### src/rtl/pa_defines.svh
/*
  Constants for the shared pin 10 function select of port A.
  Assumes inclusion by the package and the design modules.
*/
`ifndef PA_DEFINES_SVH
`define PA_DEFINES_SVH

`define PA_ADDR_W      3
`define PA_DATA_W      16
`define PA_ADDR_CTRL1  3'h0
`define PA_ADDR_CTRL3  3'h1
`define PA_ADDR_PDATA  3'h2
`define PA_ADDR_PDIR   3'h3
`define PA_ADDR_STAT   3'h4

`define PA_MD_HI_BIT   10
`define PA_MD_LO_MSB   5
`define PA_MD_LO_LSB   4
`define PA_PBIT        0
`define PA_ST_LVL      0
`define PA_ST_MD_LSB   1
`define PA_ST_MD_MSB   3

`define PA_MODE_PORT   3'h0
`define PA_MODE_CS0    3'h1
`define PA_MODE_RD     3'h2
`define PA_MODE_TCK    3'h4
`define PA_MODE_SERIAL_CH2_CLOCK   3'h5

`define PA_RST_REG     16'h0000
`define PA_RST_SYNC    3'h0

`endif

### src/rtl/pa_pkg.sv
/*
  Types for the shared pin 10 function select of port A.
  Assumes pa_defines.svh is on the include path.
*/
`include "pa_defines.svh"

package pa_pkg;

  typedef logic [2:0] pa_mode_t;

  typedef struct packed {
    logic [`PA_DATA_W-1:0] ctrl1;
    logic [`PA_DATA_W-1:0] ctrl3;
    logic                  port_do;
    logic                  port_dir;
    logic [2:0]            sync;
    logic                  pin_f;
    logic [`PA_DATA_W-1:0] rdata;
    logic                  tck;
    logic                  sck_in;
  } pa_top_st_t;

  typedef struct packed {
    logic pin_do;
    logic pin_oe_n;
  } pa_mux_st_t;

endpackage

### src/rtl/pa_mux_if.sv
/*
  Carrier between the register side and the pin driver.
  Assumes both ends run on the same system clock.
*/
`timescale 1ns/1ps

interface pa_mux_if;
  import pa_pkg::*;

  pa_mode_t mode;
  logic     port_do;
  logic     port_dir;
  logic     cs0;
  logic     rd;
  logic     sck_o;
  logic     sck_oe;
  logic     pin_do;
  logic     pin_oe_n;

  modport ctl (
    output mode, port_do, port_dir, cs0, rd, sck_o, sck_oe,
    input  pin_do, pin_oe_n
  );

  modport mux (
    input  mode, port_do, port_dir, cs0, rd, sck_o, sck_oe,
    output pin_do, pin_oe_n
  );
endinterface

### src/rtl/pa_mux.sv
/*
  Pin driver: registers the pin level and output enable per mode.
  Assumes the mode and sources are on the system clock.
*/
`timescale 1ns/1ps
`include "pa_defines.svh"

module pa_mux
  import pa_pkg::*;
(
  input wire logic clk_i,
  input wire logic rst_i,
  pa_mux_if.mux    bus
);

  pa_mux_st_t st_q;
  pa_mux_st_t st_d;

  always_comb
  begin
    st_d          = st_q;
    st_d.pin_do   = 1'b0;
    st_d.pin_oe_n = 1'b1;
    unique case (bus.mode)
      `PA_MODE_PORT:
      begin
        st_d.pin_do   = bus.port_do;
        st_d.pin_oe_n = ~bus.port_dir;
      end
      `PA_MODE_CS0:
      begin
        st_d.pin_do   = bus.cs0;
        st_d.pin_oe_n = 1'b0;
      end
      `PA_MODE_RD:
      begin
        st_d.pin_do   = bus.rd;
        st_d.pin_oe_n = 1'b0;
      end
      `PA_MODE_TCK:
      begin
        st_d.pin_oe_n = 1'b1;
      end
      `PA_MODE_SERIAL_CH2_CLOCK:
      begin
        st_d.pin_do   = bus.sck_o;
        st_d.pin_oe_n = ~bus.sck_oe;
      end
      default:
      begin
        st_d.pin_oe_n = 1'b1;
      end
    endcase
  end

  always_ff @(posedge clk_i or posedge rst_i)
  begin
    if (rst_i)
    begin
      st_q <= '{pin_do: 1'b0, pin_oe_n: 1'b1};
    end
    else
    begin
      st_q <= st_d;
    end
  end

  assign bus.pin_do   = st_q.pin_do;
  assign bus.pin_oe_n = st_q.pin_oe_n;

  a_port_drive: assert property (
    @(posedge clk_i) disable iff (rst_i)
    (bus.mode == `PA_MODE_PORT)
      |=> (bus.pin_oe_n == !$past(bus.port_dir))
          && (bus.pin_do == $past(bus.port_do)))
    else $error("Port mode pin drive wrong");

  a_cs0_drive: assert property (
    @(posedge clk_i) disable iff (rst_i)
    (bus.mode == `PA_MODE_CS0)
      |=> !bus.pin_oe_n && (bus.pin_do == $past(bus.cs0)))
    else $error("Chip select not on pin");

  a_tck_release: assert property (
    @(posedge clk_i) disable iff (rst_i)
    (bus.mode == `PA_MODE_TCK) [*2] |-> bus.pin_oe_n)
    else $error("Pin driven in test clock mode");

  a_rd_drive: assert property (
    @(posedge clk_i) disable iff (rst_i)
    (bus.mode == `PA_MODE_RD)
      |=> !bus.pin_oe_n && (bus.pin_do == $past(bus.rd)))
    else $error("Read strobe not on pin");

endmodule

### src/rtl/pa_top.sv
/*
  Function select for shared pin 10 of port A, with control registers.
  Assumes a single-cycle strobe register port on the system clock and
  an external pad that resolves the pin from level and enable.
*/
`timescale 1ns/1ps
`include "pa_defines.svh"

// Functional notes
// - Mode is 3 bits: ctrl3 bit 10 high, ctrl1 bits 5..4 low
// - Mode 000 makes the pin a bidirectional port bit
// - Mode 001 drives the pin with bus chip select 0
// - Mode 100 routes the pin to the debug test clock input
module pa_top
  import pa_pkg::*;
(
  input  wire logic                  SYS_CLK_I,
  input  wire logic                  SYS_RST_I,
  input  wire logic [`PA_ADDR_W-1:0] REG_ADDR_I,
  input  wire logic [`PA_DATA_W-1:0] REG_WDATA_I,
  input  wire logic                  REG_WR_I,
  input  wire logic                  REG_RD_I,
  output logic      [`PA_DATA_W-1:0] REG_RDATA_O,
  input  wire logic                  PIN_I,
  output logic                       PIN_O,
  output logic                       PIN_OE_N_O,
  input  wire logic                  CS0_I,
  input  wire logic                  RD_STROBE_I,
  input  wire logic                  SERIAL_CH2_CLOCK_I,
  input  wire logic                  SERIAL_CH2_CLOCK_OE_I,
  output logic                       SERIAL_CH2_CLOCK_O,
  output logic                       TCK_O
);

  pa_top_st_t st_q;
  pa_top_st_t st_d;
  pa_mode_t   mode;
  pa_mux_if   mux_bus ();

  function automatic pa_mode_t get_mode(
    input logic [`PA_DATA_W-1:0] c1,
    input logic [`PA_DATA_W-1:0] c3
  );
    get_mode = {c3[`PA_MD_HI_BIT], c1[`PA_MD_LO_MSB:`PA_MD_LO_LSB]};
  endfunction

  assign mode = get_mode(st_q.ctrl1, st_q.ctrl3);

  always_comb
  begin
    st_d       = st_q;
    st_d.rdata = `PA_RST_REG;
    // Three-stage sampler, level taken when stages two and three agree
    st_d.sync  = {st_q.sync[1:0], PIN_I};
    if (st_q.sync[1] == st_q.sync[2])
    begin
      st_d.pin_f = st_q.sync[2];
    end
    if (REG_WR_I)
    begin
      unique case (REG_ADDR_I)
        `PA_ADDR_CTRL1: st_d.ctrl1 = REG_WDATA_I;
        `PA_ADDR_CTRL3: st_d.ctrl3 = REG_WDATA_I;
        `PA_ADDR_PDATA: st_d.port_do = REG_WDATA_I[`PA_PBIT];
        `PA_ADDR_PDIR:  st_d.port_dir = REG_WDATA_I[`PA_PBIT];
        default:        st_d.rdata = `PA_RST_REG;
      endcase
    end
    if (REG_RD_I)
    begin
      unique case (REG_ADDR_I)
        `PA_ADDR_CTRL1: st_d.rdata = st_q.ctrl1;
        `PA_ADDR_CTRL3: st_d.rdata = st_q.ctrl3;
        `PA_ADDR_PDATA: st_d.rdata[`PA_PBIT] = st_q.port_do;
        `PA_ADDR_PDIR:  st_d.rdata[`PA_PBIT] = st_q.port_dir;
        `PA_ADDR_STAT:
        begin
          st_d.rdata[`PA_ST_LVL] = st_q.pin_f;
          st_d.rdata[`PA_ST_MD_MSB:`PA_ST_MD_LSB] = mode;
        end
        default:        st_d.rdata = `PA_RST_REG;
      endcase
    end
    st_d.tck    = (mode == `PA_MODE_TCK) && st_q.pin_f;
    st_d.sck_in = (mode == `PA_MODE_SERIAL_CH2_CLOCK) && st_q.pin_f;
  end

  always_ff @(posedge SYS_CLK_I or posedge SYS_RST_I)
  begin
    if (SYS_RST_I)
    begin
      st_q <= '{ctrl1: `PA_RST_REG, ctrl3: `PA_RST_REG,
                port_do: 1'b0, port_dir: 1'b0,
                sync: `PA_RST_SYNC, pin_f: 1'b0,
                rdata: `PA_RST_REG, tck: 1'b0, sck_in: 1'b0};
    end
    else
    begin
      st_q <= st_d;
    end
  end

  assign mux_bus.mode     = mode;
  assign mux_bus.port_do  = st_q.port_do;
  assign mux_bus.port_dir = st_q.port_dir;
  assign mux_bus.cs0      = CS0_I;
  assign mux_bus.rd       = RD_STROBE_I;
  assign mux_bus.sck_o    = SERIAL_CH2_CLOCK_I;
  assign mux_bus.sck_oe   = SERIAL_CH2_CLOCK_OE_I;

  pa_mux u_mux (
    .clk_i (SYS_CLK_I),
    .rst_i (SYS_RST_I),
    .bus   (mux_bus.mux)
  );

  assign PIN_O       = mux_bus.pin_do;
  assign PIN_OE_N_O  = mux_bus.pin_oe_n;
  assign REG_RDATA_O = st_q.rdata;
  assign TCK_O       = st_q.tck;
  assign SERIAL_CH2_CLOCK_O      = st_q.sck_in;

  a_reset_mode: assert property (
    @(posedge SYS_CLK_I) disable iff (SYS_RST_I)
    $past(SYS_RST_I) |-> (mode == `PA_MODE_PORT) && PIN_OE_N_O)
    else $error("Mode not port after reset");

  a_mode_split: assert property (
    @(posedge SYS_CLK_I) disable iff (SYS_RST_I)
    (REG_WR_I && (REG_ADDR_I == `PA_ADDR_CTRL3))
      |=> mode[2] == $past(REG_WDATA_I[`PA_MD_HI_BIT]))
    else $error("Mode high bit not from ctrl3");

  a_mode_low: assert property (
    @(posedge SYS_CLK_I) disable iff (SYS_RST_I)
    (REG_WR_I && (REG_ADDR_I == `PA_ADDR_CTRL1))
      |=> mode[1:0] == $past(REG_WDATA_I[`PA_MD_LO_MSB:`PA_MD_LO_LSB]))
    else $error("Mode low bits not from ctrl1");

  a_tck_route: assert property (
    @(posedge SYS_CLK_I) disable iff (SYS_RST_I)
    (mode == `PA_MODE_TCK) |=> TCK_O == $past(st_q.pin_f))
    else $error("Test clock not routed");

  a_tck_gated: assert property (
    @(posedge SYS_CLK_I) disable iff (SYS_RST_I)
    (mode != `PA_MODE_TCK) |=> !TCK_O)
    else $error("Test clock leaks in other mode");

  a_read_ctrl: assert property (
    @(posedge SYS_CLK_I) disable iff (SYS_RST_I)
    (REG_RD_I && (REG_ADDR_I == `PA_ADDR_STAT))
      |=> REG_RDATA_O[`PA_ST_MD_MSB:`PA_ST_MD_LSB] == $past(mode))
    else $error("Status mode readback wrong");

  a_sck_route: assert property (
    @(posedge SYS_CLK_I) disable iff (SYS_RST_I)
    (mode == `PA_MODE_SERIAL_CH2_CLOCK) ##1 (mode == `PA_MODE_SERIAL_CH2_CLOCK)
      |-> PIN_OE_N_O == !$past(SERIAL_CH2_CLOCK_OE_I))
    else $error("Serial clock enable not on pin");

  a_sck_gated: assert property (
    @(posedge SYS_CLK_I) disable iff (SYS_RST_I)
    (mode != `PA_MODE_SERIAL_CH2_CLOCK) |=> !SERIAL_CH2_CLOCK_O)
    else $error("Serial clock leaks in other mode");

  a_sck_sense: assert property (
    @(posedge SYS_CLK_I) disable iff (SYS_RST_I)
    (mode == `PA_MODE_SERIAL_CH2_CLOCK) |=> SERIAL_CH2_CLOCK_O == $past(st_q.pin_f))
    else $error("Serial clock input not routed");

  a_bad_release: assert property (
    @(posedge SYS_CLK_I) disable iff (SYS_RST_I)
    !(mode inside {`PA_MODE_PORT, `PA_MODE_CS0, `PA_MODE_RD,
                   `PA_MODE_TCK, `PA_MODE_SERIAL_CH2_CLOCK})
      |=> PIN_OE_N_O && !PIN_O)
    else $error("Pin driven in prohibited mode");

  a_pin_filter: assert property (
    @(posedge SYS_CLK_I) disable iff (SYS_RST_I)
    (st_q.sync[1] == st_q.sync[2])
      |=> st_q.pin_f == $past(st_q.sync[2]))
    else $error("Filtered level not taken on agree");

  a_pin_hold: assert property (
    @(posedge SYS_CLK_I) disable iff (SYS_RST_I)
    (st_q.sync[1] != st_q.sync[2]) |=> $stable(st_q.pin_f))
    else $error("Filtered level moved without agree");

  a_stat_level: assert property (
    @(posedge SYS_CLK_I) disable iff (SYS_RST_I)
    (REG_RD_I && (REG_ADDR_I == `PA_ADDR_STAT))
      |=> REG_RDATA_O[`PA_ST_LVL] == $past(st_q.pin_f))
    else $error("Status level readback wrong");

  a_dir_write: assert property (
    @(posedge SYS_CLK_I) disable iff (SYS_RST_I)
    (REG_WR_I && (REG_ADDR_I == `PA_ADDR_PDIR))
      |=> st_q.port_dir == $past(REG_WDATA_I[`PA_PBIT]))
    else $error("Port direction write lost");

  a_reset_regs: assert property (
    @(posedge SYS_CLK_I) disable iff (SYS_RST_I)
    $past(SYS_RST_I) |-> (st_q.ctrl1 == `PA_RST_REG)
      && (st_q.ctrl3 == `PA_RST_REG) && !TCK_O && !SERIAL_CH2_CLOCK_O && !PIN_O)
    else $error("Registers not cleared by reset");

  a_ctrl1_read: assert property (
    @(posedge SYS_CLK_I) disable iff (SYS_RST_I)
    (REG_RD_I && (REG_ADDR_I == `PA_ADDR_CTRL1))
      |=> REG_RDATA_O == $past(st_q.ctrl1))
    else $error("Control 1 readback wrong");

  a_ctrl3_read: assert property (
    @(posedge SYS_CLK_I) disable iff (SYS_RST_I)
    (REG_RD_I && (REG_ADDR_I == `PA_ADDR_CTRL3))
      |=> REG_RDATA_O == $past(st_q.ctrl3))
    else $error("Control 3 readback wrong");

  a_rdata_idle: assert property (
    @(posedge SYS_CLK_I) disable iff (SYS_RST_I)
    !$past(REG_RD_I) |-> REG_RDATA_O == `PA_RST_REG)
    else $error("Read data not zero outside read");

  a_unmapped_wr: assert property (
    @(posedge SYS_CLK_I) disable iff (SYS_RST_I)
    (REG_WR_I && (REG_ADDR_I > `PA_ADDR_STAT))
      |=> $stable(st_q.ctrl1) && $stable(st_q.ctrl3)
          && $stable(st_q.port_do) && $stable(st_q.port_dir))
    else $error("Unmapped write changed a register");

endmodule

### config.mk
export PLATFORM = sky130hd
export DESIGN_NAME = pa_top
export DESIGN_NICKNAME = d
export VERILOG_FILES = /design/src/rtl/pa_pkg.sv /design/src/rtl/pa_mux_if.sv /design/src/rtl/pa_mux.sv /design/src/rtl/pa_top.sv
export VERILOG_INCLUDE_DIRS = /design/src /design/src/rtl
export SDC_FILE = /design/constraint.sdc
export NUM_CORES = 1
export LEC_CHECK = 0
export ABC_AREA = 1
export CAP_MARGIN = 20
export CORE_ASPECT_RATIO = 0.8
export CORE_MARGIN = 1
export CORE_UTILIZATION = 55
export DETAILED_ROUTE_END_ITERATION = 12
export DONT_BUFFER_PORTS = 1
export GPL_ROUTABILITY_DRIVEN = 0
export GPL_TIMING_DRIVEN = 1
export PLACE_DENSITY = 0.73
export SYNTH_ARGS = -nofsm -noshare
export SYNTH_HDL_FRONTEND = slang
export SYNTH_SLANG_ARGS = --single-unit
### constraint.sdc
create_clock -name SYS_CLK_I -period 2 [get_ports SYS_CLK_I]
set_clock_uncertainty 0.15 [all_clocks]
set_input_delay 0.4 -clock SYS_CLK_I [delete_from_list [all_inputs] [get_ports SYS_CLK_I]]
set_output_delay 0.4 -clock SYS_CLK_I [all_outputs]
set_load 0.02 [all_outputs]
==> results of run 1 <==
==> cell usage after synthesis <==
library cell  number
inv_1             26
buf_4             18
a21oi_1           12
o21ai_1           16
o211ai_1           1
buf_2              2
dfstp_2            1
buf_6              4
nor4_1             1
inv_2              2
o21ai_0            3
nand2_2            3
nand4_1            5
dfrtp_1           57
nand2_1           72
o21ai_2           16
nor2_4             1
nand3_1           10
nand2_4            1
nor3_4             1
nand3b_1           1
clkbuf_1           2
maj3_1             1
nor2_1             8
==> path summary, 6_finish.rpt <==
kind                                       startpoint                  to  slack [ps]
worst max-delay path               u_mux.bus.pin_oe_n          PIN_OE_N_O         550
worst min-delay path            SERIAL_CH2_CLOCK_OE_I  u_mux.bus.pin_oe_n          20
worst max register to register                mode[1]  u_mux.bus.pin_oe_n         730
worst min register to register               st_d[20]            st_d[21]         200
max in group asynchronous                   SYS_RST_I  u_mux.bus.pin_oe_n         990
min in group asynchronous                   SYS_RST_I      REG_RDATA_O[2]         440
==> what timing repair did <==
action                                 in CTS  in global routing
buffers inserted                            0                  0
endpoints found under the hold margin      58                  0
hold buffers                                2                  0
==> routing by layer <==
| metal | track usage | wire length, um |
|---|---|---|
| met1 | 0.261 | 2060 |
| met2 | 0.303 | 1900 |
| met3 | 0.0774 | 238 |
| met4 | 0.0825 | 68 |
| met5 | 0 | 0 |
==> sequential cells by signal (all words and copies together) (netlist names) <==
register	count
st_q	31
REG_RDATA_O	16
mode	3
st_d	2
SERIAL_CH2_CLOCK_O	1
TCK_O	1
mux_bus.port_dir	1
mux_bus.port_do	1
u_mux.bus.pin_do	1
u_mux.bus.pin_oe_n	1
==> power groups by stage <==
stage / registers (W) / clock network [W] / logic [W]
6_report: 0.00149 / 0.00106 / 0.000293
5_1_grt: 0.00151 / 0.00114 / 0.000343
4_1_cts: 0.00149 / 0.00108 / 0.000299
3_5_place_dp: 0.00151 / 0 / 0.000294
3_3_place_gp: 0.00150 / 0 / 0.000283
2_1_floorplan: 0.00145 / 0 / 0.000295
==> final cells by class <==
type / instances / share of cell area
clock buffers: 14 / 0.0614
clock inverters: 2 / 0.0132
inverters: 28 / 0.0397
multi-input cells: 152 / 0.289
flip-flops and latches: 58 / 0.549
well taps: 57 / 0.0269
repair buffers: 5 / 0.0208
==> through the flow <==
step	std cells	worst slack, ps	power [W]
3_5_place_dp	298	455	0.00180
4_1_cts	316	536	0.00287
3_3_place_gp	298	520	0.00178
6_report	316	552	0.00284
2_1_floorplan	264	23.7	0.00175
5_1_grt	316	514	0.00299
==> logic make-up after synthesis <==
family | Yosys count
and+or+nand+nor | 103
DFF | 58
buffers and inverters | 54
AOI/OAI and AO/OA | 48
adders and majority gates | 1
==> impl_metrics.yaml, run 1 <==
global_route:
  grt_pass1_vias: 1586
  grt_max_degree: 59
  grt.total_usage: 0.201
  grt_first_pass_wirelength_um: 7400
  antenna_found_initial: 0
  globalRouteOverflowTotal: 0
worst_setup_path:
  r2r_cells: 5
  cp.depth: 0
  critPathKind: "reg -> out"
  cp.arrival_ps: 900
  endpoint_kind: "output port"
  cp-start-kind: "register"
  cp_max_fo: 1
  cp.required_ps: 1450
final_layout:
  postLayoutCoreUtil: 0.618
  final_cell_area_mm2: 0.00265
  final_common_cell: "nand2_1"
  drive_above_1_share: 0.162
  multi_input_area_um2: 766
  fillerInstances: 374
  synthToLayoutAreaGrowth_pct: 5.01
  regArea_mm2: 0.00145
  final_nets: 282
  antenna_cells: 0
  final_cell_mix: "nand2_1 (72), dfrtp_1 (57), inv_1 (25)"
place:
  io_buffers: 0
  hpwl_um: 2780
  postPlaceCellArea_mm2: 0.00243
clock_network:
  cts_buffers: 9
  cts_tree: "built"
  ctsResizeCount: 0
  cts.sinks: 58
  h-tree-depth: 3
  cts_max_path_buffers: 2
  clock_latency_ps: 320
  path_clk_slew_ps: 60
  cts_root_buf: "clkbuf_8"
timing:
  max_slew_margin: 0.624
  rsz0062_at_grt: "false"
  drv_slew: 0
  finalHoldWorstSlack_ps: 17.0
  period_minus_slack_ps: 1450
  tns_ps: 0
  finalHoldViolations: 0
  fmax_mhz: 691
  period_share: 0.724
  tightest_slew_ps: 562
  final-setup-viol-count: 0
synth:
  syn_avg_cell_area_um2: 9.55
  synth-warning-count: 0
  synthMuxAreaShare: 0
  synthTopCellsByArea: "dfrtp_1 (57%), nand2_1 (11%), o21ai_2 (5.6%), buf_4 (5.4%), inv_1 (3.9%)"
  yosys.area_share.adder: 0.00397
  synth-xor-area-share: 0
  yosysTopAreaCellShare: 0.566
  seq_area_frac_synth: 0.576
  syn_inst: 264
  synth_top_area_cell: "dfrtp_1"
  synth_compound_area_frac: 0.120
  yosysUniqueCellTypes: 24
  ys_ff_latch: 58
  synthSimpleGateAreaFrac: 0.180
  syn_nets: 292
  synth_top_family_by_area: "simple AND/OR/NAND/NOR gates"
  synth_area_mm2: 0.00252
route:
  vias: 1621
  post_drt_wl_per_cell_um: 13.5
  viasPerCell: 5.13
  wl_um: 4270
  first_pass_iters: 4
  drt-initial-drc-count: 106
  drc: 0
  drtAntennaViolNets: 0
die:
  rows: 21
  die_w_um: 77.7
  io_pins: 48
  core_mm2: 0.00428
  fp.dieH_um: 62.6
  die-area_mm2: 0.00486
  initial_utilization: 0.589
pwr:
  p_leak_nw: 1.31
  ir_worst_vdd_v: 0.000526
  sequentialPowerShare: 0.524
  p_int_w: 0.00211
  power_density_mw_per_mm2: 1070
  clockPowerShare: 0.373
  power.share.switching: 0.258
  combPwrFrac: 0.103
  p_sw_w: 0.000732
worst_hold_path:
  holdPathStages: 1
  holdCritPathClass: "in -> reg"
status:
  status: "finished clean"
run:
  maxCapViolations: 0
Power figures use the tool's default switching activity.
==> run 2, diff against run 1 <==
ABC_AREA = 0   (was 1)
clock period = 1.2 ns   (was 2 ns; I/O delays follow)
==> impl_metrics.yaml, run 2 <==
status:
  status: "complete, but fails checks"
  failed_checks: "negative hold slack, negative setup slack"
worst_setup_path:
  worstReg2RegEnd: "u_mux.bus.pin_oe_n"
  cp-start-kind: "register"
  r2r-start: "mode[1]"
  endpoint_kind: "output port"
  r2r_setup_slack_ps: 10
  cp.required_ps: 810
  cp_max_fo: 1
  r2r_cells: 2
  critPathKind: "reg -> out"
  cp.arrival_ps: 910
synth:
  synthFlopType: "dfrtp_1"
  synth_most_common_cell: "dfrtp_1"
  synth_top_area_cell: "dfrtp_1"
  seq_area_frac_synth: 0.592
  synth-warning-count: 0
  syn_nets: 206
  synth_edf_count: 0
  ys_ff_latch: 58
  netlist_top_cells_count: "dfrtp_1 (57), mux2_2 (34), mux2i_1 (18)"
  syn_inst: 178
  syn_avg_cell_area_um2: 13.8
  ys_async_sr_fraction: 1.00
  yosysUniqueCellTypes: 28
  synthTopCellsByArea: "dfrtp_1 (58%), mux2_2 (16%), mux2i_1 (7.3%), buf_4 (4.9%), nor2_1 (2.1%)"
  synth_area_mm2: 0.00245
  yosysTopAreaCellShare: 0.582
global_route:
  grt.total_usage: 0.210
  grt_pass1_vias: 1415
  grt_max_degree: 59
  grt_first_pass_wirelength_um: 6920
  antenna_found_initial: 0
  globalRouteOverflowTotal: 0
route:
  viasPerCell: 5.38
  drtAntennaViolNets: 0
  drt-initial-drc-count: 23
  drc: 0
  vias: 1393
  post_drt_wl_per_cell_um: 17.1
  first_pass_iters: 4
  wl_um: 4430
pwr:
  combPwrFrac: 0.147
  power_density_mw_per_mm2: 1700
  sequentialPowerShare: 0.514
  ir_worst_vdd_v: 0.00117
  p_sw_w: 0.00124
  p_leak_nw: 1.34
  clockPowerShare: 0.339
  power.share.switching: 0.246
  p_int_w: 0.00380
timing:
  drv_slew: 0
  finalHoldViolations: 16
  rsz0062_at_grt: "true"
  worst_slack_ps: -103
  finalHoldWorstSlack_ps: -82.6
  period_share: 1.09
  max_slew_margin: 0.800
  tns_ps: -103
  period_minus_slack_ps: 1300
  fmax_mhz: 767
  final-setup-viol-count: 1
  tightest_slew_ps: 297
worst_hold_path:
  holdCritPathClass: "in -> reg"
  holdPathStages: 2
  hp-start: "REG_ADDR_I[0]"
  whs_endpoint: "REG_RDATA_O[2]"
final_layout:
  final_common_cell: "dfrtp_1"
  postLayoutCoreUtil: 0.702
  multi_input_area_um2: 915
  largest_reg_flops: 31
  final_nets: 225
  regArea_mm2: 0.00147
  synthToLayoutAreaGrowth_pct: 21.1
  final_cell_area_mm2: 0.00297
  antenna_cells: 0
  final_cell_mix: "dfrtp_1 (45), dlygate4sd3_1 (24), mux2_2 (18), mux2i_1 (18), mux2_4 (16)"
  drive_above_1_share: 0.386
  fillerInstances: 283
  top_register: "st_q"
clock_network:
  clock_latency_ps: 330
  cts.sinks: 58
  path_clk_slew_ps: 60
  cts_tree: "built"
  h-tree-depth: 3
  cts_root_buf: "clkbuf_8"
  cts_hold_buf: 24
  cts_buffers: 9
  cts_max_path_buffers: 2
die:
  die_w_um: 76.7
  rows: 21
  core_mm2: 0.00423
  die-area_mm2: 0.00473
  fp.dieH_um: 61.7
  initial_utilization: 0.580
  io_pins: 48
place:
  postPlaceCellArea_mm2: 0.00251
  pre_cts_ws_ps: -185
  io_buffers: 0
  hpwl_um: 2770
run:
  maxCapViolations: 0
-- run 2: cell count changes after synthesis, moves of 6 or more --
cell	delta
inv_1	-25
mux2i_1	+18
a21oi_1	-10
nand2_1	-67
mux2_2	+34
o21ai_2	-16
nor2_1	+6
nand3_1	-10
o21ai_1	-16
-- run 2: per-stage QoR --
step / hold slack [ps] / cells / power [W]
final: -82.6 / 259 / 0.00504
after global routing: -100 / 259 / 0.00530
after CTS: -103 / 259 / 0.00507
after detailed placement: 64.3 / 219 / 0.00325
after global placement: 55.1 / 219 / 0.00321
after floorplan: 121 / 178 / 0.00314
-- run 2: how the worst max path moves through the flow --
stage / start / to / slack [ps] / cells past startpoint
after floorplan: REG_ADDR_I[1] / mode[0] / -270 / 3
after global placement: REG_ADDR_I[2] / st_q[35] / -180 / 3
after CTS: u_mux.bus.pin_oe_n / PIN_OE_N_O / -120 / 0
final: u_mux.bus.pin_oe_n / PIN_OE_N_O / -100 / 0
after global routing: u_mux.bus.pin_oe_n / PIN_OE_N_O / -130 / 0
after detailed placement: REG_ADDR_I[2] / mode[2] / -190 / 3
-- run 2: what timing repair did --
item | CTS | global route
pin swaps | 0 | 2
endpoints found under the hold margin | 111 | 16
resized for setup | 3 | 14
setup buffers | 0 | 0
setup endpoints to repair | 4 | 14
-- run 2: cell type report --
class	instances	area share
Clock buffer	13	0.0501
Sequential cell	58	0.494
Timing Repair Buffer	33	0.108
Multi-Input combinational cell	94	0.308
Inverter	1	0.00253
Clock inverter	3	0.0135
Tap cell	57	0.0240
-- run 2: per-layer routing --
metal | vias to the layer above | share of wire | GRT usage
met4 | 0 | 0.022 | 0.126
met1 | 708 | 0.44 | 0.245
met5 | - | 0 | 0
met2 | 44 | 0.48 | 0.331
met3 | 9 | 0.056 | 0.0949
li1 | 632 | - | -
-- run 2: cells by family (layout without fill, tap and decap cells) --
family / Yosys count / after routing / synth area share
compound gates: 8 / 8 / 0.0240
buf+inv: 26 / 50 / 0.0724
simple gates: 33 / 33 / 0.0776
mux: 52 / 52 / 0.230
fa+ha+maj: 1 / 1 / 0.00408
flops: 58 / 58 / 0.592
-- run 2: power by group through the flow --
stage | clock, W | combinational, W | sequential, W
2_1_floorplan | 0 | 0.000667 | 0.00247
3_3_place_gp | 0 | 0.000620 | 0.00259
3_5_place_dp | 0 | 0.000649 | 0.00260
4_1_cts | 0.00177 | 0.000723 | 0.00257
5_1_grt | 0.00187 | 0.000811 | 0.00262
6_report | 0.00171 | 0.000742 | 0.00259
==> run 3, diff against run 2 <==
ABC_AREA = not set   (was 0)
CTS_BUF_LIST = sky130_fd_sc_hd__clkbuf_4   (was not set)
==> impl_metrics.yaml, run 3 (same netlist as run 2, synthesis figures left out) <==
route:
  drc: 0
  wl_um: 4510
  post_drt_wl_per_cell_um: 17.3
  top_layer: "met4"
  drt-initial-drc-count: 55
  met2_wirelength_um: 2150
  first_pass_iters: 4
  wl_met3_um: 298
  drtAntennaViolNets: 0
  vias: 1424
  drt-met1-wl_um: 1960
  viasPerCell: 5.48
worst_setup_path:
  cp_max_fo: 1
  cp.arrival_ps: 990
  cp.required_ps: 810
  cp-start-kind: "register"
  critPathKind: "reg -> out"
  endpoint_kind: "output port"
timing:
  period_minus_slack_ps: 1380
  finalHoldWorstSlack_ps: -201
  tightest_slew_ps: 364
  max_slew_margin: 0.750
  rsz0062_at_grt: "true"
  fmax_mhz: 724
  drv_slew: 0
  period_share: 1.15
  final-setup-viol-count: 20
  finalHoldViolations: 18
  worst_slack_ps: -181
place:
  pre_cts_ws_ps: -185
  dp.cells: 219
  io_buffers: 0
  hpwl_um: 2770
clock_network:
  cts_buffers: 9
  cts_hold_buf: 23
  cts_tree: "built"
  cts_root_buf: "clkbuf_4"
  cts_max_path_buffers: 2
  cts.sinks: 58
  h-tree-depth: 3
  clock_latency_ps: 400
  path_clk_slew_ps: 100
die:
  core_mm2: 0.00423
  io_pins: 48
  initial_utilization: 0.580
  rows: 21
  fp.dieH_um: 61.7
  die-area_mm2: 0.00473
  die_w_um: 76.7
pwr:
  ir_worst_vdd_v: 0.000789
  clockPowerShare: 0.288
  power.share.switching: 0.257
  p_leak_nw: 1.33
  p_sw_w: 0.00121
  combPwrFrac: 0.161
  p_int_w: 0.00348
  sequentialPowerShare: 0.551
  power_density_mw_per_mm2: 1600
status:
  status: "complete, but fails checks"
  failed_checks: "negative hold slack, negative setup slack"
global_route:
  grt_max_degree: 59
  grt_first_pass_wirelength_um: 6790
  grt.total_usage: 0.203
  grt_pass1_vias: 1413
  antenna_found_initial: 0
  globalRouteOverflowTotal: 0
run:
  maxCapViolations: 0
final_layout:
  synthToLayoutAreaGrowth_pct: 19.5
  top_register: "st_q"
  final_nets: 226
  drive_above_1_share: 0.419
  antenna_cells: 0
  final_common_cell: "dfrtp_1"
  final_cell_mix: "dfrtp_1 (42), dlygate4sd3_1 (22), mux2_2 (18), mux2i_1 (18), mux2_4 (16)"
  layout.cells.non_filler: 260
  largest_reg_flops: 31
worst_hold_path:
  holdCritPathClass: "in -> reg"
## run 3: cell count changes in the layout (fill, tap and decap cells not counted), sizes merged
| cell | previous run | this run |
|---|---|---|
| or2 | 3 | 4 |
| dlymetal6s4s | 0 | 1 |
| clkbuf | 13 | 12 |
| clkinv | 2 | 3 |
| dlygate4sd3 | 24 | 22 |
| buf | 9 | 10 |
## run 3: layout make-up
cell class              instances  area [um2]
clock buffers                  12        90.1
clock inverters                 4        43.8
fillers                       283        1300
inverters                       1        7.51
multi-input cells              95         927
flip-flops and latches         58        1470
well taps                      57        71.3
repair buffers                 33         320
## run 3: final timing paths
check,startpoint,end,slack (ps),cells past startpoint
max,u_mux.bus.pin_oe_n,PIN_OE_N_O,-180,0
min,REG_ADDR_I[2],REG_RDATA_O[0],-200,1
max reg2reg,mode[1],u_mux.bus.pin_oe_n,30,2
min reg2reg,st_d[20],st_d[21],210,0
max in group asynchronous,SYS_RST_I,u_mux.bus.pin_oe_n,380,3
min in group asynchronous,SYS_RST_I,st_q[37],240,3
## run 3: per-stage QoR
stage	cell area (um2)	TNS, ps	util	total power, W
floorplan	2540	-6290	-	0.00314
global placement	2510	-5100	0.593	0.00321
detailed placement	2510	-5250	0.593	0.00325
CTS	2880	-2870	0.681	0.00470
global route	2930	-1920	0.693	0.00494
finish	2930	-868	0.693	0.00469
## run 3: repair_timing
| item | in CTS | in global routing |
|---|---|---|
| setup endpoints to repair | 22 | 36 |
| endpoints found under the hold margin | 111 | 18 |
| resized for setup | 5 | 17 |
| pin swaps | 0 | 2 |
| gates cloned | 0 | 1 |
| buffers inserted | 0 | 1 |
## run 3: per-layer routing
metal  vias up  GRT usage
met1       728      0.244
met4         0     0.0797
met2        45      0.318
li1        640          -
met3        11      0.107
met5         -          0
## run 3: power by group through the flow
stage,combinational [W],sequential [W],clock (W)
4_1_cts,0.000723,0.00257,0.00140
3_5_place_dp,0.000649,0.00260,0
3_3_place_gp,0.000620,0.00259,0
5_1_grt,0.000826,0.00262,0.00150
6_report,0.000757,0.00258,0.00135
2_1_floorplan,0.000667,0.00247,0
